**src/verilog/e1_align_params.svh**
```systemverilog
// Constants of the E1 receive alignment status block
`ifndef E1_ALIGN_PARAMS_SVH
`define E1_ALIGN_PARAMS_SVH

// ----------------------------------------------------------------------
// Register offsets
// ----------------------------------------------------------------------
`define FRAME_SYNC_STATUS_OFF        8'h10
`define RECEIVED_FAS_BITS_OFF        8'h11
`define ALIGNMENT_TIMER_STATUS_OFF   8'h12
`define RECEIVED_NFAS_BITS_OFF       8'h13
`define RECEIVED_MULTIFRAME_BITS_OFF 8'h14
`define UNMAPPED_READ_VALUE          8'h00

// ----------------------------------------------------------------------
// Field positions, synchronization status word
// ----------------------------------------------------------------------
`define SYNC_FRAME_LOSS_BIT     7
`define SYNC_TS16_LOSS_BIT      6
`define SYNC_CRC_LOSS_BIT       5
`define SYNC_EBIT_FIRST_BIT     4
`define SYNC_EBIT_SECOND_BIT    3
`define SYNC_CRC_TIMEOUT_BIT    2
`define SYNC_PERSIST_BIT        1
`define SYNC_INTERWORK_BIT      0

// ----------------------------------------------------------------------
// Field positions, timer status word
// ----------------------------------------------------------------------
`define TMR_HALF_SECOND_BIT     7
`define TMR_ONE_SECOND_BIT      6
`define TMR_CRC_INTERVAL_BIT    5
`define TMR_EBIT_INTERVAL_BIT   4
`define TMR_LONG_ALIGN_BIT      3
`define TMR_SHORT_ALIGN_BIT     2
`define TMR_CRC_ALIGN_CLK_BIT   1

// ----------------------------------------------------------------------
// Reset values
// ----------------------------------------------------------------------
`define LOSS_RESET_VALUE        1'b1
`define CAPTURE_RESET_VALUE     8'h00
`define INTERWORK_RESET_VALUE   1'b0

// ----------------------------------------------------------------------
// Timing: base tick of one millisecond, all timers count ticks
// ----------------------------------------------------------------------
`define CLK_PERIOD_NS           20
`define MS_TICK_NS              1000000
`define MS_TICK_CYCLES          (`MS_TICK_NS / `CLK_PERIOD_NS)
`define PERSIST_MS              8
`define CRC_SEARCH_MS           8
`define LONG_ALIGN_MS           400
`define CRC_ALIGN_CLK_MS        2
`define HALF_SECOND_MS          500
`define ONE_SECOND_MS           1000
`define ACCUM_FLAG_HIGH_MS      8

`endif

```
**src/verilog/e1_align_pkg.sv**
```systemverilog
// Types shared by the E1 receive alignment status block
package e1_align_pkg;

  // Alignment levels from the framer core
  typedef struct packed {
    logic frame_loss;
    logic ts16_multiframe_loss;
    logic crc_multiframe_loss;
    logic crc_mf_phase;
  } align_state_t;

  // Received E bits, one strobe per multiframe
  typedef struct packed {
    logic valid;
    logic rx_ebit_first;
    logic rx_ebit_second;
  } ebit_capture_t;

  // Received overhead byte; data[7] is the first bit on the line
  typedef struct packed {
    logic       valid;
    logic [7:0] data;
  } word_capture_t;

endpackage : e1_align_pkg

```
**src/verilog/e1_receive_alignment_status.sv**
```systemverilog
// E1 receive alignment and timer status words with register read port
//
// Summary of operation
// - Bit 7 shows basic frame alignment loss
// - Bit 6 shows time slot 16 multiframe loss
// - Bit 5 shows CRC-4 multiframe alignment loss
// - Bits 4 and 3 hold received E bits
// - Reframe flag after 8 ms without CRC-4 sync
// - Persistence flag stays 8 ms after realignment
// - Bit 0 shows CRC-4 interworking with far end
// - Capture received frame alignment word
// - Half-period timer bit toggles every 0.5 s
// - One-second toggle bit, in step with half
// - CRC interval bit falls each second, 8 ms high
// - E-bit interval bit falls each second, 8 ms high
// - Long timer bit inverts on 400 ms expiry
// - Short timer bit inverts on 8 ms expiry
// - Alignment clock: 2 ms toggle, else follows multiframe
// - Capture non-frame alignment word and national bits
// - Bit 5 of that word is remote alarm
// - Multiframe register bits 7-4 hold TS16 pattern
// - Multiframe register bit 2 is remote loss
// - Spare bits go to bits 3, 1, 0
//
// Implementation choice: the plain strobed port.
`timescale 1ns/100ps
`default_nettype none

`include "e1_align_params.svh"

module e1_receive_alignment_status
  import e1_align_pkg::*;
#(
  parameter int TICK_CYCLES = `MS_TICK_CYCLES
) (
  // Clock and reset
  input  wire logic          clk,
  input  wire logic          reset_n,
  // Alignment levels from the framer core
  input  wire align_state_t  align_in,
  // Received overhead from the framer core
  input  wire ebit_capture_t ebit_in,
  input  wire word_capture_t fas_in,
  input  wire word_capture_t nfas_in,
  input  wire word_capture_t mfas_in,
  // Register port
  input  wire logic [7:0]    reg_addr,
  input  wire logic [7:0]    wr_data,
  input  wire logic          wr_strobe,
  input  wire logic          rd_strobe,
  output logic      [7:0]    rd_data
);

  // ----------------------------------------------------------------------
  // Constants
  // ----------------------------------------------------------------------
  localparam logic [9:0] HALF_LAST   = 10'(`HALF_SECOND_MS - 1);
  localparam logic [9:0] SECOND_LAST = 10'(`ONE_SECOND_MS - 1);
  localparam logic [9:0] FLAG_START  = 10'(`ONE_SECOND_MS - `ACCUM_FLAG_HIGH_MS);

  // ----------------------------------------------------------------------
  // Registered alignment levels
  // ----------------------------------------------------------------------
  logic frame_loss_q;
  logic ts16_multiframe_loss_q;
  logic crc_multiframe_loss_q;
  logic crc_mf_phase_q;

  // Same-clock inputs, one stage for a clean status timebase
  always_ff @(posedge clk) begin
    if (!reset_n) begin
      frame_loss_q           <= `LOSS_RESET_VALUE;
      ts16_multiframe_loss_q <= `LOSS_RESET_VALUE;
      crc_multiframe_loss_q  <= `LOSS_RESET_VALUE;
      crc_mf_phase_q         <= 1'b0;
    end else begin
      frame_loss_q           <= align_in.frame_loss;
      ts16_multiframe_loss_q <= align_in.ts16_multiframe_loss;
      crc_multiframe_loss_q  <= align_in.crc_multiframe_loss;
      crc_mf_phase_q         <= align_in.crc_mf_phase;
    end
  end

  // ----------------------------------------------------------------------
  // Captured overhead bits
  // ----------------------------------------------------------------------
  logic [7:0] fas_q;
  logic [7:0] nfas_q;
  logic [7:0] mfas_q;
  logic       rx_ebit_first_q;
  logic       rx_ebit_second_q;

  // Each word is replaced whole when the core marks it received
  always_ff @(posedge clk) begin
    if (!reset_n) begin
      fas_q            <= `CAPTURE_RESET_VALUE;
      nfas_q           <= `CAPTURE_RESET_VALUE;
      mfas_q           <= `CAPTURE_RESET_VALUE;
      rx_ebit_first_q  <= 1'b0;
      rx_ebit_second_q <= 1'b0;
    end else begin
      if (fas_in.valid) fas_q <= fas_in.data;
      if (nfas_in.valid) nfas_q <= nfas_in.data;
      if (mfas_in.valid) mfas_q <= mfas_in.data;
      if (ebit_in.valid) begin
        rx_ebit_first_q  <= ebit_in.rx_ebit_first;
        rx_ebit_second_q <= ebit_in.rx_ebit_second;
      end
    end
  end

  // ----------------------------------------------------------------------
  // Millisecond timebase
  // ----------------------------------------------------------------------
  logic ms_tick;

  tick_divider #(.DIVIDE(TICK_CYCLES)) u_ms_tick (
    .clk     (clk),
    .reset_n (reset_n),
    .tick    (ms_tick)
  );

  // ----------------------------------------------------------------------
  // Alignment timers
  // ----------------------------------------------------------------------
  logic persist_expire;
  logic short_expire;
  logic long_expire;
  logic crc_align_clock_expire;
  logic frame_loss_persist_q;

  // Search timers run only while frame aligned and CRC-4 sync absent
  wire crc_search   = ~frame_loss_q & crc_multiframe_loss_q;
  wire persist_run  = frame_loss_persist_q & ~frame_loss_q;

  interval_timer #(.LIMIT(`PERSIST_MS)) u_persist_timer (
    .clk     (clk),
    .reset_n (reset_n),
    .tick    (ms_tick),
    .run     (persist_run),
    .expire  (persist_expire)
  );

  interval_timer #(.LIMIT(`CRC_SEARCH_MS)) u_short_timer (
    .clk     (clk),
    .reset_n (reset_n),
    .tick    (ms_tick),
    .run     (crc_search),
    .expire  (short_expire)
  );

  interval_timer #(.LIMIT(`LONG_ALIGN_MS)) u_long_timer (
    .clk     (clk),
    .reset_n (reset_n),
    .tick    (ms_tick),
    .run     (crc_search),
    .expire  (long_expire)
  );

  interval_timer #(.LIMIT(`CRC_ALIGN_CLK_MS)) u_crc_align_clock_timer (
    .clk     (clk),
    .reset_n (reset_n),
    .tick    (ms_tick),
    .run     (crc_multiframe_loss_q),
    .expire  (crc_align_clock_expire)
  );

  // ----------------------------------------------------------------------
  // Alignment flags
  // ----------------------------------------------------------------------
  logic crc_align_timeout_q;
  logic crc_interwork_state_q;
  logic long_align_timer_toggle_q;
  logic short_align_timer_toggle_q;
  logic crc_align_clock_toggle_q;

  // Loss raises the flag at once; only the timer after realign drops it
  always_ff @(posedge clk) begin
    if (!reset_n) begin
      frame_loss_persist_q <= `LOSS_RESET_VALUE;
    end else if (frame_loss_q) begin
      frame_loss_persist_q <= 1'b1;
    end else if (persist_expire) begin
      frame_loss_persist_q <= 1'b0;
    end
  end

  // Timeout and interworking follow the CRC-4 search outcome
  always_ff @(posedge clk) begin
    if (!reset_n) begin
      crc_align_timeout_q   <= 1'b0;
      crc_interwork_state_q <= `INTERWORK_RESET_VALUE;
    end else begin
      if (!crc_multiframe_loss_q) begin
        crc_align_timeout_q <= 1'b0;
      end else if (short_expire) begin
        crc_align_timeout_q <= 1'b1;
      end
      if (!crc_multiframe_loss_q) begin
        crc_interwork_state_q <= 1'b1;
      end else if (long_expire) begin
        crc_interwork_state_q <= 1'b0;
      end
    end
  end

  // Expiry toggles, visible to software as change of state
  always_ff @(posedge clk) begin
    if (!reset_n) begin
      long_align_timer_toggle_q  <= 1'b0;
      short_align_timer_toggle_q <= 1'b0;
      crc_align_clock_toggle_q              <= 1'b0;
    end else begin
      if (long_expire) long_align_timer_toggle_q <= ~long_align_timer_toggle_q;
      if (short_expire) short_align_timer_toggle_q <= ~short_align_timer_toggle_q;
      if (crc_align_clock_expire) crc_align_clock_toggle_q <= ~crc_align_clock_toggle_q;
    end
  end

  // Free toggle while CRC-4 multiframe sync is lost, else the received multiframe phase
  wire crc_align_clock = crc_multiframe_loss_q ? crc_align_clock_toggle_q : crc_mf_phase_q;

  // ----------------------------------------------------------------------
  // One-second accumulation timebase
  // ----------------------------------------------------------------------
  logic [9:0] second_ms_q;
  logic       half_second_toggle_q;
  logic       one_second_toggle_q;

  // Both toggles share one counter, so they can never drift apart
  always_ff @(posedge clk) begin
    if (!reset_n) begin
      second_ms_q          <= '0;
      half_second_toggle_q <= 1'b0;
      one_second_toggle_q  <= 1'b0;
    end else if (ms_tick) begin
      second_ms_q <= (second_ms_q == SECOND_LAST) ? '0 : second_ms_q + 10'd1;
      if (second_ms_q == HALF_LAST || second_ms_q == SECOND_LAST) begin
        half_second_toggle_q <= ~half_second_toggle_q;
      end
      if (second_ms_q == SECOND_LAST) begin
        one_second_toggle_q <= ~one_second_toggle_q;
      end
    end
  end

  // High over the last 8 ms of each second, falling as the interval opens
  wire crc_interval_flag   = (second_ms_q >= FLAG_START);
  wire e_bit_interval_flag = (second_ms_q >= FLAG_START);

  // ----------------------------------------------------------------------
  // Status words
  // ----------------------------------------------------------------------
  logic [7:0] sync_word;
  logic [7:0] timer_word;

  // Assembled by field position; unused bit reads zero
  always_comb begin
    sync_word                          = 8'h00;
    sync_word[`SYNC_FRAME_LOSS_BIT]    = frame_loss_q;
    sync_word[`SYNC_TS16_LOSS_BIT]     = ts16_multiframe_loss_q;
    sync_word[`SYNC_CRC_LOSS_BIT]      = crc_multiframe_loss_q;
    sync_word[`SYNC_EBIT_FIRST_BIT]    = rx_ebit_first_q;
    sync_word[`SYNC_EBIT_SECOND_BIT]   = rx_ebit_second_q;
    sync_word[`SYNC_CRC_TIMEOUT_BIT]   = crc_align_timeout_q;
    sync_word[`SYNC_PERSIST_BIT]       = frame_loss_persist_q;
    sync_word[`SYNC_INTERWORK_BIT]     = crc_interwork_state_q;
    timer_word                         = 8'h00;
    timer_word[`TMR_HALF_SECOND_BIT]   = half_second_toggle_q;
    timer_word[`TMR_ONE_SECOND_BIT]    = one_second_toggle_q;
    timer_word[`TMR_CRC_INTERVAL_BIT]  = crc_interval_flag;
    timer_word[`TMR_EBIT_INTERVAL_BIT] = e_bit_interval_flag;
    timer_word[`TMR_LONG_ALIGN_BIT]    = long_align_timer_toggle_q;
    timer_word[`TMR_SHORT_ALIGN_BIT]   = short_align_timer_toggle_q;
    timer_word[`TMR_CRC_ALIGN_CLK_BIT] = crc_align_clock;
  end

  // ----------------------------------------------------------------------
  // Register read port
  // ----------------------------------------------------------------------
  logic [7:0] rd_data_q;
  wire        hit_sync  = (reg_addr == `FRAME_SYNC_STATUS_OFF);
  wire        hit_fas   = (reg_addr == `RECEIVED_FAS_BITS_OFF);
  wire        hit_timer = (reg_addr == `ALIGNMENT_TIMER_STATUS_OFF);
  wire        hit_nfas  = (reg_addr == `RECEIVED_NFAS_BITS_OFF);
  wire        hit_mfas  = (reg_addr == `RECEIVED_MULTIFRAME_BITS_OFF);

  // Writes are not decoded at all, so nothing can disturb state
  wire [7:0] read_mux = hit_sync  ? sync_word  :
                        hit_fas   ? fas_q      :
                        hit_timer ? timer_word :
                        hit_nfas  ? nfas_q     :
                        hit_mfas  ? mfas_q     : `UNMAPPED_READ_VALUE;

  // Data valid only in the cycle after the strobe, zero otherwise
  always_ff @(posedge clk) begin
    if (!reset_n) begin
      rd_data_q <= 8'h00;
    end else begin
      rd_data_q <= rd_strobe ? read_mux : 8'h00;
    end
  end

  assign rd_data = rd_data_q;
endmodule : e1_receive_alignment_status

`default_nettype wire

```
**src/verilog/interval_timer.sv**
```systemverilog
// Restartable millisecond interval timer with expiry pulse
`timescale 1ns/100ps
`default_nettype none

module interval_timer #(
  parameter int LIMIT = 8
) (
  // Clock and reset
  input  wire logic clk,
  input  wire logic reset_n,
  // Control
  input  wire logic tick,
  input  wire logic run,
  // Expiry pulse, one cycle
  output logic      expire
);

  localparam int W = $clog2(LIMIT + 1);

  logic [W-1:0] count_q;
  wire          last = (count_q == W'(LIMIT - 1));

  // Expires on the tick that completes the interval, then restarts
  assign expire = run & tick & last;

  // Held at zero while stopped, so each run measures a full interval
  always_ff @(posedge clk) begin
    if (!reset_n || !run) begin
      count_q <= '0;
    end else if (tick) begin
      count_q <= last ? '0 : count_q + W'(1);
    end
  end

endmodule : interval_timer

`default_nettype wire

```
**src/verilog/tick_divider.sv**
```systemverilog
// Clock divider that emits a one-cycle enable pulse
`timescale 1ns/100ps
`default_nettype none

module tick_divider #(
  parameter int DIVIDE = 50000
) (
  // Clock and reset
  input  wire logic clk,
  input  wire logic reset_n,
  // Enable pulse
  output logic      tick
);

  localparam int W = $clog2(DIVIDE);

  logic [W-1:0] count_q;
  logic         tick_q;
  wire          wrap = (count_q == W'(DIVIDE - 1));

  // Free running count, pulse on wrap
  always_ff @(posedge clk) begin
    if (!reset_n) begin
      count_q <= '0;
      tick_q  <= 1'b0;
    end else begin
      count_q <= wrap ? '0 : count_q + W'(1);
      tick_q  <= wrap;
    end
  end

  assign tick = tick_q;

endmodule : tick_divider

`default_nettype wire
```
**config.mk**
```make
export PLATFORM = sky130hd
export DESIGN_NAME = e1_receive_alignment_status
export DESIGN_NICKNAME = d
export VERILOG_FILES = /design/src/verilog/e1_align_pkg.sv /design/src/verilog/e1_receive_alignment_status.sv /design/src/verilog/interval_timer.sv /design/src/verilog/tick_divider.sv
export VERILOG_INCLUDE_DIRS = /design/src /design/src/verilog
export SDC_FILE = /design/constraint.sdc
export NUM_CORES = 1
export LEC_CHECK = 0
export BUFFER_PORTS_ARGS = -buffer_cell sky130_fd_sc_hd__clkbuf_2
export CORE_ASPECT_RATIO = 0.6
export CORE_MARGIN = 2
export CORE_UTILIZATION = 39
export DETAILED_ROUTE_END_ITERATION = 8
export GPL_TIMING_DRIVEN = 0
export HOLD_SLACK_MARGIN = 0.1
export PLACE_DENSITY = 0.55
export SYNTH_ARGS = -nofsm -noshare
export SYNTH_HDL_FRONTEND = slang
export SYNTH_HIERARCHICAL = 1
export SYNTH_SLANG_ARGS = --single-unit
```
**constraint.sdc**
```tcl
create_clock -name clk -period 2 [get_ports clk]
set_input_delay 0.2 -clock clk [delete_from_list [all_inputs] [get_ports clk]]
set_output_delay 0.2 -clock clk [all_outputs]
set_load 0.005 [all_outputs]
```
==> summary.txt <==
Most common cell in the netlist - dfxtp_1
Die height - 84.7 um
Synth top area cells - dfxtp_1 44%, mux2i_1 7.3%, nor2b_1 5.0%
Critical path data required time - 2.27 ns
CTS root buffer - clkbuf_16
R2r startpoint - crc_multiframe_loss_q
Vias per inst - 5.03
Mux contribution to synthesized area - 8.13%
Buffers on Ports - 48
Antenna fix cells - 0
Prevailing post-synth register cell - dfxtp_1
Iteration-0 DRC Markers - 182
Min Tclk post-route - 1.72 ns
Worst hold path class - primary input to flip-flop
Vias in the first global route - 3014
Largest net degree at the start of global routing - 18
Detailed Route WL - 9220 um
Mapped Nets - 492
Core Rows - 29
Dpl ws - -0.221 ns
Post-DP HPWL - 6840 um
Yosys cell types - 60
Worst Slack Setup Final - 0.277 ns
Final Max Tran Viols - 0
Post-Route Utilization - 47.0%
RSZ-0062 raised after global routing - false
Peak VDD IR - 468 uV
Min Hold Slack - 0.119 ns
Crit-path max FO - 8
Main combinational cell family by area after synthesis - simple AND/OR/NAND/NOR gates
Die width - 138 um
Adder-cell share of the synthesized area - 1.77%
Register area share after synthesis - 43.5%
Post-synth top area share - 43.5%
Worst-path cell with the longest stage delay - or4_1
Cell taking the most area after synthesis - dfxtp_1
P_leak - 1.92 nW
Max Cap Viol - 0
R2R setup slack - 0.28 ns
Slew headroom - 56.3%
Clk pin slew, worst setup/hold paths - 0.07 ns
Simple-gate area share of the yosys netlist - 28.4%
Syn_area_per_cell - 9.80 um2
WS Path Type - flip-flop to flip-flop
Final hold viol count - 0
Total power - 3.72 mW
RR Endpoint - u_long_timer/count_q[7]
FFs w/ async S/R, synth - 0%
Synth warn - 6
Worst-Skew Late Latency - 0.34 ns
Commonest cells in the netlist - 92 x dfxtp_1, 41 x nor2_1, 34 x nor2b_1, 31 x mux2i_1, 23 x xnor2_1
Drt first pass iters - 4
Initial Utilization - 40.1%
Measured slew at the worst slew-check pin - 0.646 ns
Wire per inst - 14.4 um
Layout cell share with drive strength beyond 1 - 20.4%
Initial antenna violation count - 0
Crit start category - flip-flop
Final nets - 554
GRT Total Usage - 16.9%
GPL Wtd Cong - 0.809
CTS tree - done
Vias - 3211
Clock Sinks - 92
DRC violations left - 0
# IOs - 62
Synth Cell Area - 4230 um2
Remaining global-route overflow - 0
Total CTS buffers - 9
Pwr dens - 749 nW/um2
Antenna Violating Nets Remaining - 0
Longest Clk Path Bufs - 2
Post-Synth XOR/XNOR Area - 7.87%
H-tree depth - 3
Crit-path max cell delay - 0.55 ns
Max Clk Rate - 580 MHz
Post-synthesis cell count - 432
Arr. time, crit path - 2.00 ns
CP Cell Sequence - nor2b_1, nand2_1, or4_1, o21ai_1
Global-route wire length before repair - 15500 um
Skew final - 0.00736 ns
Compound-Gate Fraction of Synth Area - 7.81%
Tcrit/Tclk final - 86.2%
Post-synth EDFFs - 0
Worst reg-to-reg path cell count - 4
TNS Setup - 0 ns
Setup Buffers After CTS - 0
Die area - 11700 um2
Critical Path Start - crc_multiframe_loss_q
Final Setup Violations - 0
Crit path to - u_long_timer/count_q[7]
Synthesis-to-layout area growth - 17.3%
Flops & latches, synth - 92
Status - completed
Critical path capture point type - flip-flop
Core area - 10600 um2
[registers in the layout (all words and copies together), names as in the netlist, 2 cells and up]
register	cells
fas_q	8
mfas_q	8
nfas_q	8
rd_data	8
second_ms_q	10
u_crc_align_clock_timer/count_q	2
u_long_timer/count_q	9
u_ms_tick/count_q	16
u_persist_timer/count_q	4
u_short_timer/count_q	4
[layout by cell type (no fill, tap or decap), drive strengths merged, types with 3 or more instances in the layout]
| cell | instances |
|---|---|
| and4 | 3 |
| nor4b | 4 |
| a21oi | 9 |
| and3 | 3 |
| buf | 4 |
| nand3 | 12 |
| ha | 6 |
| mux2i | 31 |
| a31o | 3 |
| a32o | 3 |
| o21ai | 12 |
| and2 | 9 |
| dfxtp | 92 |
| clkbuf | 69 |
| mux2 | 3 |
| nand2 | 23 |
| nor2b | 34 |
| clkinvlp | 3 |
| dlygate4sd3 | 4 |
| xnor2 | 23 |
| nand2b | 12 |
| nor4 | 6 |
| xor2 | 15 |
| nand4 | 13 |
| nor2 | 46 |
| o22ai | 4 |
| inv | 11 |
| nor3 | 11 |
[worst min path at each step]
stage	depth (start not counted)	end	slack (ns)	from
after detailed placement	2	frame_loss_q	0.39	align_in[3]
after CTS	3	rx_ebit_first_q	0.11	ebit_in[1]
after global routing	3	nfas_q[3]	0.12	nfas_in[3]
after floorplan	1	crc_multiframe_loss_q	0.27	reset_n
after global placement	2	crc_multiframe_loss_q	0.38	align_in[1]
final	3	nfas_q[2]	0.12	nfas_in[2]
[cell type report]
| cell class | count | area, um2 |
|---|---|---|
| Timing Repair Buffer | 52 | 280 |
| Multi-Input combinational cell | 316 | 2290 |
| Buffer | 12 | 62.6 |
| Sequential cell | 92 | 1850 |
| Clock buffer | 13 | 250 |
| Inverter | 11 | 41.3 |
| Clock inverter | 3 | 22.5 |
| Fill cell | 1015 | 5590 |
| Tap cell | 139 | 174 |
[through the flow]
stage | cells | area, um2
after floorplan | 432 | 4230
after global placement | 619 | 4650
after detailed placement | 619 | 4650
after CTS | 639 | 4960
after global routing | 638 | 4960
final | 638 | 4960
[critical path: cells and delay by family, from the launching register on]
kind	cells	cell delay (ns)
flops	1	0.47
simple gates	3	1.11
compound gates	1	0.08
[report_power, final]
| group | internal, mW | switching, mW | leakage (nW) | total (mW) |
|---|---|---|---|---|
| clock network | 0.878 | 0.697 | 0.122 | 1.58 |
| registers | 1.87 | 0.0323 | 0.749 | 1.91 |
| logic | 0.114 | 0.123 | 1.05 | 0.237 |
| total | 2.87 | 0.853 | 1.92 | 3.72 |
[timing repair]
action,CTS,global route
endpoints found under the hold margin,4,0
gates cloned,0,0
gates resized for setup,2,1
setup endpoints to repair,8,7
hold buffers,4,0
[cell families after synthesis]
group           after synthesis
compound gates               45
xor+xnor                     38
buf+inv                      24
mux                          34
fa+ha+maj                     6
simple gates                193
flops                        92
[layer usage]
layer  track usage, %  vias up  wire length (um)
met5                0        -                 0
met4             4.64        0                59
met3             4.96        7               450
met2             22.1       70              3560
met1             26.2     1489              5150
li1                 -     1645                 -
Note: power is estimated with default switching activity, not from simulation.
